==> config.mk <==
export PLATFORM = sky130hd
export DESIGN_NAME = ckdiv_ctrl
export DESIGN_NICKNAME = d
export VERILOG_FILES = /design/src/common/ckdiv_pkg.sv /design/src/ckdiv_debounce.sv /design/src/ckdiv_ctrl.sv
export VERILOG_INCLUDE_DIRS = /design/src /design/src/common
export SDC_FILE = /design/constraint.sdc
export NUM_CORES = 1
export LEC_CHECK = 0
export BUFFER_PORTS_ARGS = -buffer_cell sky130_fd_sc_hd__buf_2
export CORE_MARGIN = 2
export CORE_UTILIZATION = 58
export DETAILED_ROUTE_END_ITERATION = 6
export PLACE_DENSITY = 0.87
export SLEW_MARGIN = 20
export SYNTH_ARGS = -nofsm -noshare
export SYNTH_HDL_FRONTEND = slang
export SYNTH_SLANG_ARGS = --single-unit
export TNS_END_PERCENT = 5
==> constraint.sdc <==
create_clock -name clock -period 5.54 [get_ports clock]
set_input_delay 0.554 -clock clock [delete_from_list [all_inputs] [get_ports clock]]
set_output_delay 0.554 -clock clock [all_outputs]
set_load 0.005 [all_outputs]
==> src/common/ckdiv_consts.svh <==
// Offsets, field positions, reset values and timing counts for the clock divider control block.
// Assumes a 40 MHz system clock; included by bare name.
`ifndef CKDIV_CONSTS_SVH
`define CKDIV_CONSTS_SVH

// ----------------------------------------
// Register offsets
// ----------------------------------------
`define CKDIV_OFF_SPREAD_HI       8'h12
`define CKDIV_OFF_DIV_SEL         8'h13
`define CKDIV_OFF_LINK_SEL        8'h14

// ----------------------------------------
// Fields and reset values
// ----------------------------------------
`define CKDIV_SPREAD_HI_MASK      8'h7F
`define CKDIV_LINK_SEL_MASK       8'h0F
`define CKDIV_SPREAD_HI_RST       8'h00
`define CKDIV_DIV_SEL_RST         8'h00
`define CKDIV_LINK_SEL_RST        8'h00
`define CKDIV_PROC_MSB            7
`define CKDIV_PROC_LSB            4
`define CKDIV_GFX_MSB             3
`define CKDIV_GFX_LSB             0
`define CKDIV_STRAP_W             5

// ----------------------------------------
// Timing
// ----------------------------------------
`define CKDIV_CLK_MHZ             40
`define CKDIV_CONFIRM_CYC         2
`define CKDIV_STOP_NS             3000
`define CKDIV_STOP_CYC            ((`CKDIV_STOP_NS * `CKDIV_CLK_MHZ) / 1000)
`define CKDIV_RESTART_US          2500
`define CKDIV_RESTART_CYC         (`CKDIV_RESTART_US * `CKDIV_CLK_MHZ)
`define CKDIV_PWROFF_CYC          16
`define CKDIV_DEBOUNCE_CYC        4

`endif

==> src/common/ckdiv_pkg.sv <==
// Types for the clock divider control block.
// Assumes nothing beyond the consts header.
package ckdiv_pkg;
   typedef enum logic [2:0] {
      CKDIV_RUN,
      CKDIV_CONFIRM,
      CKDIV_STOP,
      CKDIV_PWROFF,
      CKDIV_RESTART
   } ckdiv_seq_t;
endpackage

==> src/ckdiv_debounce.sv <==
// Synchroniser and debouncer for the active-low reset pin.
// Assumes the pin is asynchronous to clock.
`timescale 1ns/1ps
`include "ckdiv_consts.svh"
module ckdiv_debounce (
   input  wire logic clock,
   input  wire logic rst_n,
   input  wire logic clk_en,
   input  wire logic pin_in,
   output logic      level_ff
);
   logic       sync1_ff;
   logic       sync2_ff;
   logic [2:0] cnt_ff;
   logic       nxt_level;
   logic [2:0] nxt_cnt;

   // ----------------------------------------
   // Hysteresis: level flips only after a stable run
   // ----------------------------------------
   always_comb begin
      nxt_level = level_ff;
      nxt_cnt   = 3'h0;
      if (sync2_ff != level_ff) begin
         if (cnt_ff == 3'(`CKDIV_DEBOUNCE_CYC - 1)) begin
            nxt_level = sync2_ff;
         end else begin
            nxt_cnt = cnt_ff + 3'h1;
         end
      end
   end

   always_ff @(posedge clock) begin
      if (!rst_n) begin
         sync1_ff <= 1'b1;
         sync2_ff <= 1'b1;
         level_ff <= 1'b1;
         cnt_ff   <= 3'h0;
      end else if (clk_en) begin
         sync1_ff <= pin_in;
         sync2_ff <= sync1_ff;
         level_ff <= nxt_level;
         cnt_ff   <= nxt_cnt;
      end
   end
endmodule // ckdiv_debounce

==> src/ckdiv_ctrl.sv <==
// Control logic of a multi-output clock generator: divider select bytes,
// spread high byte, reset-pin sequencing and strap latching.
// Assumes a byte-wide management access port from the bus engine and a 40 MHz clock.
`timescale 1ns/1ps
`include "ckdiv_consts.svh"
module ckdiv_ctrl #(
   parameter int unsigned  RESTART_CYC = `CKDIV_RESTART_CYC,
   parameter logic [127:0] PROC_LUT    = 128'h0F0E0D0C0B0A09080706050403020100,
   parameter logic [127:0] GFX_LUT     = 128'h0F0E0D0C0B0A09080706050403020100,
   parameter logic [127:0] LINK_LUT    = 128'h0F0E0D0C0B0A09080706050403020100
) (
   input  wire logic       clock,
   input  wire logic       rst_n,
   input  wire logic       clk_en,
   input  wire logic       reset_in_n,
   input  wire logic       cfg_wr,
   input  wire logic       cfg_rd,
   input  wire logic [7:0] cfg_addr,
   input  wire logic [7:0] cfg_wdata,
   output logic [7:0]      cfg_rdata,
   input  wire logic [4:0] strap_in,
   output logic [4:0]      strap_out,
   output logic [4:0]      strap_oe_n,
   input  wire logic [4:0] strap_clk,
   output logic [4:0]      strap_val,
   output logic            outputs_run,
   output logic            ref_run,
   output logic            pll_power,
   output logic            seq_busy,
   output logic [7:0]      proc_ratio,
   output logic [7:0]      gfx_ratio,
   output logic [7:0]      link_ratio,
   output logic [6:0]      gfx_spread_hi
);
   localparam int unsigned STOP_CYC = `CKDIV_STOP_CYC;

   // ----------------------------------------
   // Reset pin conditioning
   // ----------------------------------------
   logic rst_lvl;
   ckdiv_debounce u_deb (
      .clock    (clock),
      .rst_n    (rst_n),
      .clk_en   (clk_en),
      .pin_in   (reset_in_n),
      .level_ff (rst_lvl)
   );

   logic prev_lvl_ff;
   logic fall;
   assign fall = prev_lvl_ff & ~rst_lvl;

   // ----------------------------------------
   // Sequencer
   // ----------------------------------------
   ckdiv_pkg::ckdiv_seq_t state_ff;
   ckdiv_pkg::ckdiv_seq_t nxt_state;
   logic [16:0]           cnt_ff;
   logic [16:0]           nxt_cnt;
   logic                  reload;
   logic                  run_ff;
   logic                  nxt_run;
   logic                  pwr_ff;
   logic                  nxt_pwr;
   logic                  strap_done_ff;
   logic [1:0]            sync_full_ff;

   always_comb begin
      nxt_state = state_ff;
      nxt_cnt   = cnt_ff + 17'h1;
      nxt_run   = run_ff;
      nxt_pwr   = pwr_ff;
      reload    = 1'b0;
      case (state_ff)
         ckdiv_pkg::CKDIV_RUN: begin
            nxt_cnt = 17'h0;
            if (fall) begin
               nxt_state = ckdiv_pkg::CKDIV_CONFIRM;
            end else if (strap_done_ff) begin
               nxt_run = 1'b1;
            end
         end
         ckdiv_pkg::CKDIV_CONFIRM: begin
            if (rst_lvl) begin
               nxt_state = ckdiv_pkg::CKDIV_RUN;
               nxt_cnt   = 17'h0;
            end else if (cnt_ff == 17'(`CKDIV_CONFIRM_CYC - 1)) begin
               nxt_state = ckdiv_pkg::CKDIV_STOP;
               nxt_cnt   = 17'h0;
            end
         end
         ckdiv_pkg::CKDIV_STOP: begin
            // Gate at the next cycle boundary; outputs held low, never cut mid-pulse
            nxt_run = 1'b0;
            if (cnt_ff == 17'(STOP_CYC - 1)) begin
               nxt_state = ckdiv_pkg::CKDIV_PWROFF;
               nxt_cnt   = 17'h0;
               nxt_pwr   = 1'b0;
            end
         end
         ckdiv_pkg::CKDIV_PWROFF: begin
            reload = 1'b1;
            if (cnt_ff == 17'(`CKDIV_PWROFF_CYC - 1)) begin
               nxt_state = ckdiv_pkg::CKDIV_RESTART;
               nxt_cnt   = 17'h0;
               nxt_pwr   = 1'b1;
            end
         end
         ckdiv_pkg::CKDIV_RESTART: begin
            // Restart waits the full lock budget so the first edge is clean
            if (cnt_ff == 17'(RESTART_CYC - 1)) begin
               nxt_state = ckdiv_pkg::CKDIV_RUN;
               nxt_cnt   = 17'h0;
               nxt_run   = 1'b1;
            end
         end
         default: begin
            nxt_state = ckdiv_pkg::CKDIV_RUN;
            nxt_cnt   = 17'h0;
            nxt_run   = 1'b1;
            nxt_pwr   = 1'b1;
         end
      endcase
   end

   always_ff @(posedge clock) begin
      if (!rst_n) begin
         state_ff    <= ckdiv_pkg::CKDIV_RUN;
         cnt_ff      <= 17'h0;
         run_ff      <= 1'b0;
         pwr_ff      <= 1'b1;
         prev_lvl_ff <= 1'b1;
      end else if (clk_en) begin
         state_ff    <= nxt_state;
         cnt_ff      <= nxt_cnt;
         run_ff      <= nxt_run;
         pwr_ff      <= nxt_pwr;
         prev_lvl_ff <= rst_lvl;
      end
   end

   // ----------------------------------------
   // Strap latch and shared pins
   // ----------------------------------------
   logic [4:0] strap_s1_ff;
   logic [4:0] strap_s2_ff;
   logic [4:0] strap_ff;
   logic [4:0] nxt_strap;
   logic       nxt_done;

   always_comb begin
      nxt_strap = strap_ff;
      nxt_done  = sync_full_ff[1];
      if (!strap_done_ff) begin
         nxt_strap = strap_s2_ff;
      end
   end

   always_ff @(posedge clock) begin
      if (!rst_n) begin
         strap_s1_ff   <= 5'h00;
         strap_s2_ff   <= 5'h00;
         strap_ff      <= 5'h00;
         strap_done_ff <= 1'b0;
      end else if (clk_en) begin
         strap_s1_ff   <= strap_in;
         strap_s2_ff   <= strap_s1_ff;
         strap_ff      <= nxt_strap;
         strap_done_ff <= nxt_done;
      end
   end

   // Latch closes only once both synchroniser stages hold real pin levels
   always_ff @(posedge clock) begin
      if (!rst_n) begin
         sync_full_ff <= 2'h0;
      end else if (clk_en) begin
         sync_full_ff <= {sync_full_ff[0], 1'b1};
      end
   end

   genvar gi;
   generate
      for (gi = 0; gi < `CKDIV_STRAP_W; gi++) begin : g_strap
         // Pins float as inputs until the latch closes, then drive clocks
         assign strap_oe_n[gi] = ~strap_done_ff;
         assign strap_out[gi]  = strap_done_ff & strap_clk[gi];
      end
   endgenerate

   // ----------------------------------------
   // Configuration bytes
   // ----------------------------------------
   logic [7:0] spread_ff;
   logic [7:0] div_ff;
   logic [7:0] link_ff;
   logic [7:0] nxt_spread;
   logic [7:0] nxt_div;
   logic [7:0] nxt_link;
   logic [7:0] nxt_rdata;
   logic [7:0] rdata_ff;

   always_comb begin
      nxt_spread = spread_ff;
      nxt_div    = div_ff;
      nxt_link   = link_ff;
      if (reload) begin
         nxt_spread = `CKDIV_SPREAD_HI_RST;
         nxt_div    = `CKDIV_DIV_SEL_RST;
         nxt_link   = `CKDIV_LINK_SEL_RST;
      end else if (cfg_wr) begin
         case (cfg_addr)
            `CKDIV_OFF_SPREAD_HI: nxt_spread = cfg_wdata & `CKDIV_SPREAD_HI_MASK;
            `CKDIV_OFF_DIV_SEL:   nxt_div    = cfg_wdata;
            `CKDIV_OFF_LINK_SEL:  nxt_link   = cfg_wdata & `CKDIV_LINK_SEL_MASK;
            default: begin
            end
         endcase
      end
      nxt_rdata = rdata_ff;
      if (cfg_rd) begin
         case (cfg_addr)
            `CKDIV_OFF_SPREAD_HI: nxt_rdata = spread_ff;
            `CKDIV_OFF_DIV_SEL:   nxt_rdata = div_ff;
            `CKDIV_OFF_LINK_SEL:  nxt_rdata = link_ff;
            default:              nxt_rdata = 8'h00;
         endcase
      end
   end

   always_ff @(posedge clock) begin
      if (!rst_n) begin
         spread_ff <= `CKDIV_SPREAD_HI_RST;
         div_ff    <= `CKDIV_DIV_SEL_RST;
         link_ff   <= `CKDIV_LINK_SEL_RST;
         rdata_ff  <= 8'h00;
      end else if (clk_en) begin
         spread_ff <= nxt_spread;
         div_ff    <= nxt_div;
         link_ff   <= nxt_link;
         rdata_ff  <= nxt_rdata;
      end
   end

   // ----------------------------------------
   // Ratio decode, registered
   // ----------------------------------------
   logic [7:0] proc_ff;
   logic [7:0] gfx_ff;
   logic [7:0] lnk_ff;
   always_ff @(posedge clock) begin
      if (!rst_n) begin
         proc_ff <= 8'h00;
         gfx_ff  <= 8'h00;
         lnk_ff  <= 8'h00;
      end else if (clk_en) begin
         proc_ff <= PROC_LUT[div_ff[`CKDIV_PROC_MSB:`CKDIV_PROC_LSB]*8 +: 8];
         gfx_ff  <= GFX_LUT[div_ff[`CKDIV_GFX_MSB:`CKDIV_GFX_LSB]*8 +: 8];
         lnk_ff  <= LINK_LUT[link_ff[3:0]*8 +: 8];
      end
   end

   assign cfg_rdata     = rdata_ff;
   assign strap_val     = strap_ff;
   assign outputs_run   = run_ff;
   assign ref_run       = 1'b1;
   assign pll_power     = pwr_ff;
   assign seq_busy      = (state_ff != ckdiv_pkg::CKDIV_RUN);
   assign proc_ratio    = proc_ff;
   assign gfx_ratio     = gfx_ff;
   assign link_ratio    = lnk_ff;
   assign gfx_spread_hi = spread_ff[6:0];
endmodule // ckdiv_ctrl

**Word level (Yosys, flattened, before mapping)**

Cells that the tools add are included.

- Bits in registers: 103
- Output and inout bits: 58

- Reduce and logical (&&, ||, !) cells: 17
- Shift operators: 3
- $add $sub $neg: 2
- Mux-type cells: 33
- Bitwise operators: 10
- Equality and inequality tests: 20

Operators by type and width:

| operator | count |
|---|---|
| $shiftx A128 B8 Y8 const A | 3 |
| $mux W17 | 5 |
| $mux W8 | 9 |
| $pmux W17 S4 | 1 |
| $eq A8 B5 Y1 const B | 3 |
| $mux W3 | 8 |
| $pmux W8 S3 | 1 |
| $add A17 B1 Y17 const B | 1 |
| $eq A17 B1 Y1 const B | 1 |
| $eq A17 B17 Y1 const B | 1 |
| $eq A17 B4 Y1 const B | 1 |
| $eq A17 B7 Y1 const B | 1 |
| $pmux W3 S5 | 1 |
| $ne A2 B2 Y1 const B | 6 |
| $reduce_and A3 Y1 | 4 |
| $eq A3 B2 Y1 const B | 3 |
| $reduce_bool A2 Y1 | 4 |
| $and A1 B1 Y1 | 6 |
| $mux W1 | 6 |
| $reduce_and A6 Y1 | 1 |
| $reduce_and A5 Y1 | 1 |
| $not A1 Y1 | 4 |
| $pmux W1 S4 | 1 |
| $reduce_and A2 Y1 | 2 |
| 11 further kinds | 11 |

**Depth between registers and ports, before layout**

Gate-level depths: netlist of the first run.

- Depth after elaboration: 4
- Depth in mapped cells: 8

**Cells and area by module**

A second synthesis of the first run with hierarchy kept.

- Cell total of the unflattened synthesis: 438
- Area, all modules: 3995.1 sq um

Modules (own cells, without submodules):

| module | cells each | area an instance (sq um) | times used | sequential area each (sq um) |
|---|---|---|---|---|
| ckdiv_ctrl | 415 | 3746.1 | 1 | 1601.5 |
| ckdiv_debounce | 23 | 249.0 | 1 | 120.1 |

**Least setup slack after synthesis of the first run**

No wires, ideal clock.

- Path kind: input port to flip-flop
- Start: in cfg_addr[5]
- End: reg spread_ff[0]
- Arrival: 2336 ps
- Stages on the path: 8
- Slack: 3077 ps
- Data required time: 5412 ps
- Path buffers: 1
- Cells stage by stage: or4b_1 > or2_1 > nor3_2 > a21oi_1 > nor2b_1 > buf_2 > mux2i_1 > nor2_1

- Longest elaborated chain between the ends: 3

Ends and longest elaborated chain:

| what | RTL line | RTL |
|---|---|---|
| start: declaration | ckdiv_ctrl.sv:18 | `input wire logic [7:0] cfg_addr,` |
| $eq A8 B5 Y1 | ckdiv_ctrl.sv:212 | `case (cfg_addr)` |
| $reduce_bool A2 Y1 (no source line) | - |  |
| $reduce_and A3 Y1 (no source line) | - |  |
| end signal: assignment | ckdiv_ctrl.sv:233 | `` spread_ff <= `CKDIV_SPREAD_HI_RST; `` |
| end signal: assignment | ckdiv_ctrl.sv:238 | `spread_ff <= nxt_spread;` |
| end: declaration | ckdiv_ctrl.sv:194 | `logic [7:0] spread_ff;` |

Every way passes these cells.
A chain may end at the register's enable or synchronous reset.

**Worst setup path in the final report of the first run**

- Start: in cfg_addr[5]
- End: reg spread_ff[6]

The elaborated chain is that of the path after synthesis.

==> results of run 1 <==
==> where the power goes <==
| part | leakage [nW] | internal [mW] | switching (mW) |
|---|---|---|---|
| clock | 0.0914 | 0.182 | 0.242 |
| sequential | 0.695 | 0.624 | 0.00362 |
| combinational | 1.23 | 0.0246 | 0.0368 |
| total | 2.02 | 0.830 | 0.282 |
==> path summary, 6_finish.rpt <==
kind                                        to  slack [ns]  depth (start not counted)
hold reg to reg   u_deb.cnt_ff[2]$_SDFFE_PN0P_        0.44                          2
setup reg to reg        cnt_ff[5]$_SDFFE_PN0P_        2.95                          7
setup / recovery     spread_ff[6]$_SDFFE_PN0P_        2.70                          8
hold / removal     u_deb.sync1_ff$_SDFFE_PN1P_        0.41                          3
==> metal layers <==
layer,part of all wire [%],vias to the layer above
li1,-,1654
met1,43,1597
met2,48,117
met3,5.5,30
met4,3.1,0
met5,0,-
==> logic make-up after synthesis <==
logic type	count (synthesis)	share of synthesized area [%]
other	2	0.189
buffers and inverters	45	5.93
DFF	86	43.4
muxes	57	14.4
and+or+nand+nor	191	23.5
adders and majority gates	3	0.947
AOI/OAI and AO/OA	59	10.6
xor gates and xnor gates	4	0.884
==> layout make-up <==
cell class | instances | area, um2 | area share, %
clock buffers | 10 | 138 | 3.07
clock inverters | 6 | 52.6 | 1.17
inverters | 6 | 22.5 | 0.503
multi-input cells | 327 | 2050 | 45.7
flip-flops and latches | 86 | 1720 | 38.4
well taps | 80 | 100 | 2.24
repair buffers | 78 | 395 | 8.83
==> placed cells by master (no fill, tap or decap), types with 3 or more instances in the layout <==
cell / count
o311ai_1: 5
and3_1: 3
a21o_1: 3
inv_1: 3
and2_1: 13
o21ai_1: 7
nand2_1: 35
nand3_1: 13
buf_2: 76
o21ai_0: 3
nand2b_1: 5
conb_1: 13
a21oi_1: 18
clkbuf_8: 10
dfxtp_1: 86
a22oi_1: 3
mux2i_1: 56
a222oi_1: 4
nand4_1: 9
nor2_1: 86
nand3b_1: 4
inv_2: 3
ha_1: 3
==> sequential cells by signal, indices dropped and copies added, names as in the netlist, 5 cells and up <==
name         count
strap_val        5
cfg_rdata        8
spread_ff        7
div_ff           8
strap_s1_ff      5
strap_s2_ff      5
cnt_ff          17
==> critical path, stage by stage <==
cell and delay [ns]:
buf_2 0.10, or4b_1 0.57, or2_1 0.28, nor3_2 0.41, a21oi_1 0.17, nor2b_1 0.63
mux2i_1 0.29, nor2_1 0.06
==> synthesized netlist by cell type (2+ instances only) <==
cell      number
nor2_1        86
and2_1        13
nand3b_1       4
nand2b_1       5
clkbuf_1      18
ha_1           3
xor2_1         2
nand4_1        9
or2_1          2
xnor2_1        2
nor3_2         2
dfxtp_1       86
o21ai_1        7
nor4bb_1       2
a22oi_1        3
conb_1         2
or3_1          2
inv_2          3
and3_1         3
inv_1          3
nand2_1       35
buf_4         17
a222oi_1       4
a21oi_1       18
a21o_1         3
mux2i_1       56
nand3_1       13
nor2b_1        2
buf_1          2
o311ai_1       5
o21ai_0        3
or4_1          2
buf_2          2
==> stage by stage <==
stage	util, %	std cells	cell area, um2	setup slack, ns	hold slack [ns]
after CTS	66.6	593	4480	2.73	0.402
after floorplan	-	458	4010	3.08	0.415
after global placement	63.8	577	4290	2.55	0.422
final	66.6	593	4480	2.70	0.408
after detailed placement	63.8	577	4290	2.37	0.432
after global routing	66.6	593	4480	2.59	0.418
==> impl_table.tex, run 1 <==
\begin{tabular}{lr}
\hline
Metric & Value \\
\hline
\multicolumn{2}{l}{\textbf{Timing}} \\
\quad RSZ-0062 raised after global routing & no \\
\quad Slew at the pin closest to its max-slew limit & slightly below 1 ns \\
\quad Final worst clock skew & 0.00771 ns \\
\quad Achievable Freq & 352 MHz \\
\quad Final setup fails & 0 \\
\quad Crit share post-route & 51.2\% \\
\quad Crit path time final & 2.84 ns \\
\quad Number of hold violations in the final report & 0 \\
\quad Setup TNS & 0 ns \\
\quad Max-slew violation count & 0 \\
\quad Headroom to the max-slew limit & 35.3\% \\
\multicolumn{2}{l}{\textbf{Pwr}} \\
\quad IR Drop Worst-Case VDD & 0.236 mV \\
\quad Ratio of total power to cell area & roughly 250 nW/um2 \\
\quad Total leakage power & 2.02 nW \\
\quad Total design power & 1.11 mW \\
\multicolumn{2}{l}{\textbf{Route}} \\
\quad Total Routed Length & approximately 8.9 mm \\
\quad Via count & around 3,400 \\
\quad Vias per std cell & roughly 5.7 \\
\quad Post-detailed-route wirelength per cell & approximately 15 um \\
\quad Number of routed nets with antenna violations & 0 \\
\quad First-iteration detailed-routing DRC count & 171 \\
\quad Pre-antenna DRT Iters & 5 \\
\quad Post-detailed-route DRC marker count & 0 \\
\multicolumn{2}{l}{\textbf{Clock network}} \\
\quad Post-CTS setup buffer count & 0 \\
\quad Worst-Skew Late Latency & $\sim$0.36 ns \\
\quad Buffer levels on the longest clock path & 2 \\
\quad Total number of H-tree levels & 3 \\
\quad CTS root buffer & clkbuf\_8 \\
\quad Total CTS buffers & 9 \\
\quad Number of buffers added to fix hold violations after cts & 0 \\
\quad Count of cells resized by post-cts repair & 0 \\
\quad CTS Sinks & 86 \\
\quad TritonCTS clock tree & yes \\
\quad Clock transition at the registers of the reported paths & 0.09 ns \\
\multicolumn{2}{l}{\textbf{Run}} \\
\quad Max-capacitance violation count & 0 \\
\multicolumn{2}{l}{\textbf{Final layout}} \\
\quad Area growth from synthesis to layout & 13.0\% \\
\quad Filler cell count in the final layout & roughly 540 \\
\quad Total number of nets in the final design & 543 \\
\quad ANT cells & 0 \\
\quad Fraction of final layout cells sized beyond drive strength 1 & 20.9\% \\
\multicolumn{2}{l}{\textbf{GRT}} \\
\quad Maximum number of pins on one net before global-route repair & 68 \\
\quad Met1 Use GR & 30.2\% \\
\quad Wire length of the first global-routing pass & 14.6 mm \\
\quad Met2 Resource Use GR & 39.8\% \\
\quad Total routing usage reported by global routing & 24.7\% \\
\quad Via count of the first global-routing pass & 3,243 \\
\quad Initial antenna violation count & 0 \\
\quad Grt met3 use & under 10\% \\
\quad Peak-usage layer in the global routing report & met2 \\
\quad Global route total overflow & 0 \\
\multicolumn{2}{l}{\textbf{Floorplanning}} \\
\quad Core area & 6720 um2 \\
\quad Site Rows & 30 \\
\quad Starting density of the core & 59.0\% \\
\quad Number of I/O pins & 90 \\
\quad Die height & slightly below 90 um \\
\quad Die footprint & 7510 um2 \\
\quad Die width & a little under 90 um \\
\multicolumn{2}{l}{\textbf{Setup path}} \\
\quad Crit Path Class & in2reg \\
\quad Critical Path Fanout Max & 8 \\
\quad CP arrival & 3.07 ns \\
\quad CP Data Required Time & approximately 5.8 ns \\
\quad Setup crit start & cfg\_addr[5] \\
\quad Nature of the critical path endpoint & flip-flop \\
\quad Launch instance of the worst register-to-register path & cnt\_ff[7]\$\_SDFFE\_PN0P\_ \\
\quad Crit start category & input pin \\
\multicolumn{2}{l}{\textbf{Run status}} \\
\quad Run status & completed \\
\multicolumn{2}{l}{\textbf{Synth}} \\
\quad Leading register cell type out of synthesis & dfxtp\_1 \\
\quad Asr flop ratio synth & 0\% \\
\quad Total of flip-flops plus latches after synthesis & 86 \\
\quad Cell type with the largest total area after synthesis & dfxtp\_1 \\
\quad Post-synth top area share & 43.4\% \\
\quad Post-Synthesis Cells & 447 \\
\quad Post-synthesis instance area & $\sim$4000 um2 \\
\quad Average instance area after synthesis & roughly 9 um2 \\
\quad Sequential cell area fraction in the yosys report & 43.4\% \\
\quad Number of warnings reported in the yosys synthesis log & 0 \\
\quad Number of distinct library cells after synthesis & 61 \\
\quad Number of flops mapped to enable cells by yosys & 0 \\
\quad Main area contributors after synthesis & dfxtp\_1, mux2i\_1, nor2\_1, nand2\_1, buf\_4 \\
\multicolumn{2}{l}{\textbf{Placed design}} \\
\quad Detailed placement HPWL & 6.23 mm \\
\quad Routability cong. & around 0.9 \\
\quad Count of input and output buffers & 76 \\
\multicolumn{2}{l}{\textbf{Min path}} \\
\quad Worst min-delay path startpoint & reset\_in\_n \\
\quad Worst min path class & in2reg \\
\hline
\end{tabular}
Note: power is estimated with default switching activity, not from simulation.
==> inputs of run 2 (changes only) <==
--- a/config.mk
+++ b/config.mk
@@ -6,11 +6,12 @@
 export SDC_FILE = /design/constraint.sdc
 export NUM_CORES = 1
 export LEC_CHECK = 0
+export ABC_AREA = 1
 export BUFFER_PORTS_ARGS = -buffer_cell sky130_fd_sc_hd__buf_2
 export CORE_MARGIN = 2
-export CORE_UTILIZATION = 58
+export CORE_UTILIZATION = 49
 export DETAILED_ROUTE_END_ITERATION = 6
-export PLACE_DENSITY = 0.87
+export PLACE_DENSITY = 0.78
 export SLEW_MARGIN = 20
 export SYNTH_ARGS = -nofsm -noshare
 export SYNTH_HDL_FRONTEND = slang
==> constraint.sdc (replaced) <==
create_clock -name clock -period 2.6 [get_ports clock]
set_input_delay 0.26 -clock clock [delete_from_list [all_inputs] [get_ports clock]]
set_output_delay 0.26 -clock clock [all_outputs]
set_load 0.005 [all_outputs]
==> run 2 against run 1 <==
  * Utilization shrank 11 points
  * Wire length rose by 11%
  * Critical path depth up 2
  * Worst setup slack worse by 2.0 ns
  * Critical endpoint is now cnt_ff[10]$_SDFFE_PN0P_
==> impl_table.tex, run 2 <==
\begin{tabular}{lr}
\hline
Metric & Value \\
\hline
\multicolumn{2}{l}{\textbf{Setup path}} \\
\quad Crit Path Class & reg2reg (was in2reg) \\
\quad Setup crit start & cnt\_ff[0]\$\_SDFFE\_PN0P\_ (was cfg\_addr[5]) \\
\quad Critical Path Fanout Max & 17 (was 8) \\
\quad Critical path buffer and inverter count & 1 (unchanged) \\
\quad Top cell family by delay on the critical path & simple AND/OR/NAND/NOR gates (unchanged) \\
\quad CP cell instances & ha\_1 -> nand2\_2 -> clkinv\_2 -> nand2\_1 -> nor2\_1 -> nand2\_1 -> nand2\_4 -> nand4\_4 -> nand3\_1 -> a21oi\_1 (was buf\_2 -> or4b\_1 -> or2\_1 -> nor3\_2 -> a21oi\_1 -> nor2b\_1 -> mux2i\_1 -> nor2\_1) \\
\quad Nature of the critical path endpoint & flip-flop (unchanged) \\
\quad CP Data Required Time & 2.79 ns (was 5.77 ns) \\
\quad Crit path largest cell delay & 0.41 ns (was 0.63 ns) \\
\quad Worst path most repeated cell & nand2\_1 \\
\quad CP arrival & 2.09 ns (was 3.07 ns) \\
\quad Launch instance of the worst register-to-register path & cnt\_ff[0]\$\_SDFFE\_PN0P\_ (was cnt\_ff[7]\$\_SDFFE\_PN0P\_) \\
\quad Crit start category & flip-flop (was input pin) \\
\quad Slowest cell on the critical path & dfxtp\_1 (was nor2b\_1) \\
\multicolumn{2}{l}{\textbf{Final layout}} \\
\quad Final non-filler cell area & 4800 um2 (was 4480 um2) \\
\quad Number of standard cells in the layout, taps in and fillers out & 789 (was 593) \\
\quad Highest-count cells in the layout ignoring fill and taps & nor2\_1, nand2\_1, dfxtp\_1, buf\_2, o21ai\_0 (was nor2\_1, dfxtp\_1, buf\_2, mux2i\_1, nand2\_1) \\
\quad Fraction of final layout cells sized beyond drive strength 1 & 22.0\% (was 20.9\%) \\
\quad Commonest non-fill, non-tap cell in the layout & nor2\_1 \\
\quad Largest register by flop count & cnt\_ff (unchanged) \\
\quad Number of flip-flops in the largest register & 17 (unchanged) \\
\quad ANT cells & 0 (unchanged) \\
\quad Area growth from synthesis to layout & 12.1\% (was 13.0\%) \\
\quad Total number of nets in the final design & 711 (was 543) \\
\multicolumn{2}{l}{\textbf{Synth}} \\
\quad Number of distinct library cells after synthesis & 38 (was 61) \\
\quad Number of flops mapped to enable cells by yosys & 0 (unchanged) \\
\quad Main area contributors after synthesis & dfxtp\_1, nor2\_1, nand2\_1, o21ai\_0, a21oi\_1 (was dfxtp\_1, mux2i\_1, nor2\_1, nand2\_1, buf\_4) \\
\quad Total of flip-flops plus latches after synthesis & 86 (unchanged) \\
\quad Asr flop ratio synth & 0\% (unchanged) \\
\quad Post-Synthesis Cells & 615 (was 447) \\
\quad Post-synthesis instance area & 4290 um2 (was 3960 um2) \\
\quad Post-synth top area share & 40.2\% (was 43.4\%) \\
\quad Most frequent cells after synthesis & nor2\_1, nand2\_1, dfxtp\_1 (was dfxtp\_1, nor2\_1, mux2i\_1) \\
\quad Sequential cell area fraction in the yosys report & 40.2\% (was 43.4\%) \\
\quad Average instance area after synthesis & 6.97 um2 (was 8.87 um2) \\
\quad Most frequently used cell type in the post-synthesis netlist & nor2\_1 \\
\quad Number of warnings reported in the yosys synthesis log & 0 (unchanged) \\
\quad Leading register cell type out of synthesis & dfxtp\_1 (unchanged) \\
\quad Cell type with the largest total area after synthesis & dfxtp\_1 (unchanged) \\
\multicolumn{2}{l}{\textbf{Floorplanning}} \\
\quad Die footprint & 9510 um2 (was 7510 um2) \\
\quad Starting density of the core & 49.9\% (was 59.0\%) \\
\quad Core area & 8590 um2 (was 6720 um2) \\
\quad Die width & 97.5 um (was 86.7 um) \\
\quad Die height & 97.5 um (was 86.7 um) \\
\quad Site Rows & 34 (was 30) \\
\quad Number of I/O pins & 90 (unchanged) \\
\multicolumn{2}{l}{\textbf{Pwr}} \\
\quad Total leakage power & 2.14 nW (was 2.02 nW) \\
\quad IR Drop Worst-Case VDD & 0.425 mV (was 0.236 mV) \\
\quad Switching power summed over all nets & 0.786 mW (was 0.282 mW) \\
\quad Part of the power in the clock network & 31.8\% (was 38.1\%) \\
\quad Power share of the sequential group & 53.4\% (was 56.4\%) \\
\quad Total design power & 2.65 mW (was 1.11 mW) \\
\quad Portion of total power attributed to combinational logic & 14.8\% (was 5.5\%) \\
\quad Ratio of total power to cell area & 551 nW/um2 (was 249 nW/um2) \\
\quad Fraction of power spent switching nets & 29.7\% (was 25.4\%) \\
\quad Internal power & 1.86 mW (was 0.830 mW) \\
\multicolumn{2}{l}{\textbf{Timing}} \\
\quad Achievable Freq & 526 MHz \\
\quad Final worst clock skew & 0.0125 ns (was 0.00771 ns) \\
\quad Crit share post-route & 73.1\% \\
\quad Final setup fails & 0 (unchanged) \\
\quad RSZ-0062 raised after global routing & no (unchanged) \\
\quad Headroom to the max-slew limit & 29.3\% (was 35.3\%) \\
\quad Setup TNS & 0 ns (unchanged) \\
\quad Number of hold violations in the final report & 0 (unchanged) \\
\quad Max-slew violation count & 0 (unchanged) \\
\quad Slew at the pin closest to its max-slew limit & 1.06 ns (was 0.970 ns) \\
\quad Final setup slack of the worst path & 0.698 ns (was 2.70 ns) \\
\quad Crit path time final & 1.90 ns \\
\multicolumn{2}{l}{\textbf{Run status}} \\
\quad Run status & completed (unchanged) \\
\multicolumn{2}{l}{\textbf{Clock network}} \\
\quad Total CTS buffers & 9 (unchanged) \\
\quad CTS Sinks & 86 (unchanged) \\
\quad Buffer levels on the longest clock path & 2 (unchanged) \\
\quad Clock transition at the registers of the reported paths & 0.09 ns (about the same) \\
\quad Count of cells resized by post-cts repair & 0 (unchanged) \\
\quad Post-CTS setup buffer count & 0 (unchanged) \\
\quad Worst-Skew Late Latency & 0.36 ns (about the same) \\
\quad CTS root buffer & clkbuf\_8 (unchanged) \\
\quad Total number of H-tree levels & 3 (unchanged) \\
\quad TritonCTS clock tree & yes (unchanged) \\
\quad Number of buffers added to fix hold violations after cts & 0 (unchanged) \\
\multicolumn{2}{l}{\textbf{Placed design}} \\
\quad Place WS & 0.737 ns (was 2.37 ns) \\
\quad Detailed placement HPWL & 7.08 mm (was 6.23 mm) \\
\quad Number of instances in the placed design & 773 (was 577) \\
\quad Count of input and output buffers & 76 (unchanged) \\
\quad Placed cell area & 4630 um2 (was 4290 um2) \\
\quad Routability cong. & 0.896 (was 0.883) \\
\multicolumn{2}{l}{\textbf{Route}} \\
\quad Post-detailed-route wirelength per cell & 12.5 um (was 15.0 um) \\
\quad Vias per std cell & 5.10 (was 5.73) \\
\quad Via count & 4,020 (was 3,398) \\
\quad Pre-antenna DRT Iters & 5 (unchanged) \\
\quad Post-detailed-route DRC marker count & 0 (unchanged) \\
\quad Number of routed nets with antenna violations & 0 (unchanged) \\
\quad Total Routed Length & 9.86 mm (was 8.92 mm) \\
\quad First-iteration detailed-routing DRC count & 204 (was 171) \\
\multicolumn{2}{l}{\textbf{Min path}} \\
\quad Worst min-delay path startpoint & reset\_in\_n (unchanged) \\
\quad Worst min path class & in2reg (unchanged) \\
\multicolumn{2}{l}{\textbf{GRT}} \\
\quad Maximum number of pins on one net before global-route repair & 56 (was 68) \\
\quad Initial antenna violation count & 0 (unchanged) \\
\quad Global route total overflow & 0 (unchanged) \\
\quad Wire length of the first global-routing pass & 16.8 mm (was 14.6 mm) \\
\quad Total routing usage reported by global routing & 21.1\% (was 24.7\%) \\
\quad Via count of the first global-routing pass & 3,773 (was 3,243) \\
\multicolumn{2}{l}{\textbf{Run}} \\
\quad Max-capacitance violation count & 0 (unchanged) \\
\hline
\end{tabular}
## run 2: kinds of logic after synthesis
group                      after synthesis  share of synthesized area, %
DFF                                     86                          40.2
other                                    2                         0.175
xor gates and xnor gates                 7                          1.43
and+or+nand+nor                        300                          31.7
AOI/OAI and AO/OA                      115                          14.6
buffers and inverters                  102                          11.0
adders and majority gates                3                         0.876
## run 2: final timing paths
| kind | endpoint | slack, ns | cells after the start |
|---|---|---|---|
| min reg2reg | u_deb.cnt_ff[2]$_SDFFE_PN0P_ | 0.44 | 2 |
| max | cnt_ff[10]$_SDFFE_PN0P_ | 0.70 | 10 |
| max reg2reg | cnt_ff[10]$_SDFFE_PN0P_ | 0.70 | 10 |
| min | u_deb.sync1_ff$_SDFFE_PN1P_ | 0.12 | 3 |
## run 2: routing by layer
metal  track usage, %  routed length, um  share of wire [%]
met5                0                  0                  0
met3             5.40                597                6.1
met1             27.0               4380                 44
met4             4.59                 80               0.81
met2             36.0               4800                 49
## run 2: per-stage QoR
stage | hold WS [ns] | utilization [%]
after floorplan | 0.386 | -
after CTS | 0.113 | 55.9
after global routing | 0.121 | 55.9
final | 0.123 | 55.9
after detailed placement | 0.430 | 53.9
after global placement | 0.428 | 53.9
## run 2: power by group through the flow
stage / registers (mW) / clock network, mW / logic [mW]
6_report: 1.41 / 0.843 / 0.391
5_1_grt: 1.42 / 0.917 / 0.440
4_1_cts: 1.41 / 0.861 / 0.392
3_5_place_dp: 1.44 / 0 / 0.389
3_3_place_gp: 1.44 / 0 / 0.379
2_1_floorplan: 1.44 / 0 / 0.296
## run 2: tightest hold or removal path, delay by kind of cell
| kind | cells | cell delay [ns] |
|---|---|---|
| buffers and inverters | 1 | 0.08 |
| and+or+nand+nor | 2 | 0.12 |
## run 2: final cells by class
cell class	instances	area [um2]
flip-flops and latches	86	1720
multi-input cells	438	2130
repair buffers	79	403
clock buffers	9	124
inverters	62	236
well taps	108	135
clock inverters	7	48.8
fillers	837	3790
==> inputs of run 3 (changes only) <==
==> constraint.sdc (replaced) <==
create_clock -name clock -period 1.5 [get_ports clock]
set_input_delay 0.15 -clock clock [delete_from_list [all_inputs] [get_ports clock]]
set_output_delay 0.15 -clock clock [all_outputs]
set_load 0.005 [all_outputs]
==> run 3 against run 2 <==
  * The run now ends with setup timing left
  * Highest routed layer unchanged
  * Worst setup slack worse by 0.81 ns
  * Register-to-register slack worse by 0.81 ns
  * Utilization is 6.0 points higher
  * Combinational power is 130% higher
  * Sequential share of layout area is 3.3 points lower
  * Clock skew is 0.0051 ns lower
  * Clock-buffer cell count is 2 higher
  * Global-route usage is 1.1 points higher
  * Wire length is 8.2% higher
==> impl_table.tex, run 3 (same netlist as run 2, synthesis figures left out) <==
\begin{tabular}{lr}
\hline
Metric & Value \\
\hline
\multicolumn{2}{l}{\textbf{Route}} \\
\quad Number of routed nets with antenna violations & 0 (unchanged) \\
\quad Post-detailed-route DRC marker count & 0 (unchanged) \\
\quad Pre-antenna DRT Iters & 7 (was 5) \\
\quad Post-detailed-route wirelength per cell & 13.0 um (was 12.5 um) \\
\quad Vias per std cell & 5.10 (about the same) \\
\quad First-iteration detailed-routing DRC count & 203 (was 204) \\
\quad Via count & 4,199 (was 4,020) \\
\quad Total Routed Length & 10.7 mm (was 9.86 mm) \\
\multicolumn{2}{l}{\textbf{Placed design}} \\
\quad Routability cong. & 0.912 (was 0.896) \\
\quad Count of input and output buffers & 76 (unchanged) \\
\quad Place WS & -0.127 ns (was 0.737 ns) \\
\quad Detailed placement HPWL & 7.54 mm (was 7.08 mm) \\
\quad Number of instances in the placed design & 805 (was 773) \\
\multicolumn{2}{l}{\textbf{GRT}} \\
\quad Wire length of the first global-routing pass & 17.6 mm (was 16.8 mm) \\
\quad Total routing usage reported by global routing & 22.2\% (was 21.1\%) \\
\quad Via count of the first global-routing pass & 4,009 (was 3,773) \\
\quad Initial antenna violation count & 0 (unchanged) \\
\quad Maximum number of pins on one net before global-route repair & 39 (was 56) \\
\quad Global route total overflow & 0 (unchanged) \\
\multicolumn{2}{l}{\textbf{Setup path}} \\
\quad Crit Path Class & reg2reg (unchanged) \\
\quad CP Data Required Time & 1.76 ns (was 2.79 ns) \\
\quad CP arrival & 1.88 ns (was 2.09 ns) \\
\quad Setup crit start & cnt\_ff[1]\$\_SDFFE\_PN0P\_ (was cnt\_ff[0]\$\_SDFFE\_PN0P\_) \\
\quad Critical Path Fanout Max & 5 (was 17) \\
\quad Crit start category & flip-flop (unchanged) \\
\quad Nature of the critical path endpoint & flip-flop (unchanged) \\
\quad Launch instance of the worst register-to-register path & cnt\_ff[1]\$\_SDFFE\_PN0P\_ (was cnt\_ff[0]\$\_SDFFE\_PN0P\_) \\
\multicolumn{2}{l}{\textbf{Timing}} \\
\quad Achievable Freq & 619 MHz (was 526 MHz) \\
\quad RSZ-0062 raised after global routing & yes (was no) \\
\quad Final setup slack of the worst path & -0.115 ns (was 0.698 ns) \\
\quad Max-slew violation count & 0 (unchanged) \\
\quad Final setup fails & 24 (was 0) \\
\quad WHS & 0.0162 ns (was 0.123 ns) \\
\quad Crit path time final & 1.61 ns (was 1.90 ns) \\
\quad Number of hold violations in the final report & 0 (unchanged) \\
\quad Crit share post-route & 108\% (was 73.1\%) \\
\quad Final worst clock skew & 0.00737 ns (was 0.0125 ns) \\
\multicolumn{2}{l}{\textbf{Run status}} \\
\quad Failing checks & setup timing \\
\quad Run status & complete, but fails checks (was completed) \\
\multicolumn{2}{l}{\textbf{Run}} \\
\quad Max-capacitance violation count & 0 (unchanged) \\
\multicolumn{2}{l}{\textbf{Floorplanning}} \\
\quad Number of I/O pins & 90 (unchanged) \\
\quad Starting density of the core & 49.9\% (unchanged) \\
\quad Core area & 8590 um2 (unchanged) \\
\quad Die footprint & 9510 um2 (unchanged) \\
\quad Die height & 97.5 um (unchanged) \\
\quad Die width & 97.5 um (unchanged) \\
\quad Site Rows & 34 (unchanged) \\
\multicolumn{2}{l}{\textbf{Final layout}} \\
\quad Number of standard cells in the layout, taps in and fillers out & 823 (was 789) \\
\quad Fraction of final layout cells sized beyond drive strength 1 & 29.8\% (was 22.0\%) \\
\quad Highest-count cells in the layout ignoring fill and taps & nor2\_1, nand2\_1, dfxtp\_1, buf\_2, o21ai\_0 (unchanged) \\
\quad ANT cells & 0 (unchanged) \\
\quad Total number of nets in the final design & 745 (was 711) \\
\quad Utilization of the core after routing & 61.9\% (was 55.9\%) \\
\quad Number of flip-flops in the largest register & 17 (unchanged) \\
\quad Commonest non-fill, non-tap cell in the layout & nor2\_1 (unchanged) \\
\quad Area growth from synthesis to layout & 24.1\% (was 12.1\%) \\
\quad Largest register by flop count & cnt\_ff (unchanged) \\
\multicolumn{2}{l}{\textbf{Pwr}} \\
\quad Total design power & 5.18 mW (was 2.65 mW) \\
\quad Ratio of total power to cell area & 973 nW/um2 (was 551 nW/um2) \\
\quad IR Drop Worst-Case VDD & 0.663 mV (was 0.425 mV) \\
\quad Total leakage power & 2.36 nW (was 2.14 nW) \\
\multicolumn{2}{l}{\textbf{Clock network}} \\
\quad Total CTS buffers & 9 (unchanged) \\
\quad Number of buffers added to fix hold violations after cts & 0 (unchanged) \\
\quad Worst-Skew Late Latency & 0.36 ns (about the same) \\
\quad TritonCTS clock tree & yes (unchanged) \\
\quad Buffer levels on the longest clock path & 2 (unchanged) \\
\quad Total number of H-tree levels & 3 (unchanged) \\
\quad CTS root buffer & clkbuf\_8 (unchanged) \\
\quad CTS Sinks & 86 (unchanged) \\
\quad Clock transition at the registers of the reported paths & 0.09 ns (about the same) \\
\multicolumn{2}{l}{\textbf{Min path}} \\
\quad Worst min path class & in2reg (unchanged) \\
\quad Worst min-delay path startpoint & strap\_in[3] (was reset\_in\_n) \\
\hline
\end{tabular}
[run 3: through the flow]
step	setup TNS, ns	cell area, um2
2_1_floorplan	0	4330
3_3_place_gp	-0.0728	4900
3_5_place_dp	-0.843	4900
4_1_cts	-0.191	5180
5_1_grt	-6.95	5320
6_report	-1.94	5320
[run 3: what timing repair did]
| action | in CTS | in global routing |
|---|---|---|
| gates cloned | 0 | 1 |
| pin swaps | 2 | 7 |
| hold endpoints to repair | 0 | 0 |
| resized for setup | 16 | 27 |
| endpoints found under the setup margin | 21 | 40 |
| setup buffers | 0 | 1 |
[run 3: report_power, final]
group	internal (mW)	switching (mW)	leakage (nW)	total, mW
Sequential	2.38	0.0735	0.703	2.46
Clock	0.988	0.843	0.110	1.83
Combinational	0.378	0.510	1.55	0.887
[run 3: final timing paths]
kind                                   to  slack, ns  cells past startpoint
max               cnt_ff[15]$_SDFFE_PN0P_      -0.11                     13
min           strap_s1_ff[3]$_SDFFE_PN0P_       0.02                      3
max reg2reg       cnt_ff[15]$_SDFFE_PN0P_      -0.11                     13
min reg2reg  u_deb.cnt_ff[2]$_SDFFE_PN0P_       0.45                      2
[run 3: final cells by class]
type                            count  area, um2
Clock buffer                       11        141
Multi-Input combinational cell    438       2270
Tap cell                          108        135
Timing Repair Buffer              113        716
Fill cell                         730       3280
Sequential cell                    86       1730
Inverter                           62        241
Clock inverter                      5       81.3
[run 3: critical path, cell delays in order, from the launching register on]
cell and delay (ns):
dfxtp_4 0.37, inv_2 0.07, ha_4 0.12, inv_2 0.03, nor2_2 0.08, nand2_1 0.05, nor2_1 0.11, nand2_1 0.07
nand2_2 0.08, buf_6 0.10, nand4_4 0.12, clkbuf_16 0.20, nand3_2 0.06, a21oi_2 0.05
[run 3: per-layer routing]
| layer | share of wire (%) | GRT usage, % | up-vias |
|---|---|---|---|
| met4 | 1.7 | 8.55 | 0 |
| met3 | 5.9 | 4.75 | 21 |
| li1 | - | - | 2111 |
| met5 | 0 | 0 | - |
| met1 | 45 | 28.8 | 1910 |
| met2 | 48 | 36.1 | 157 |
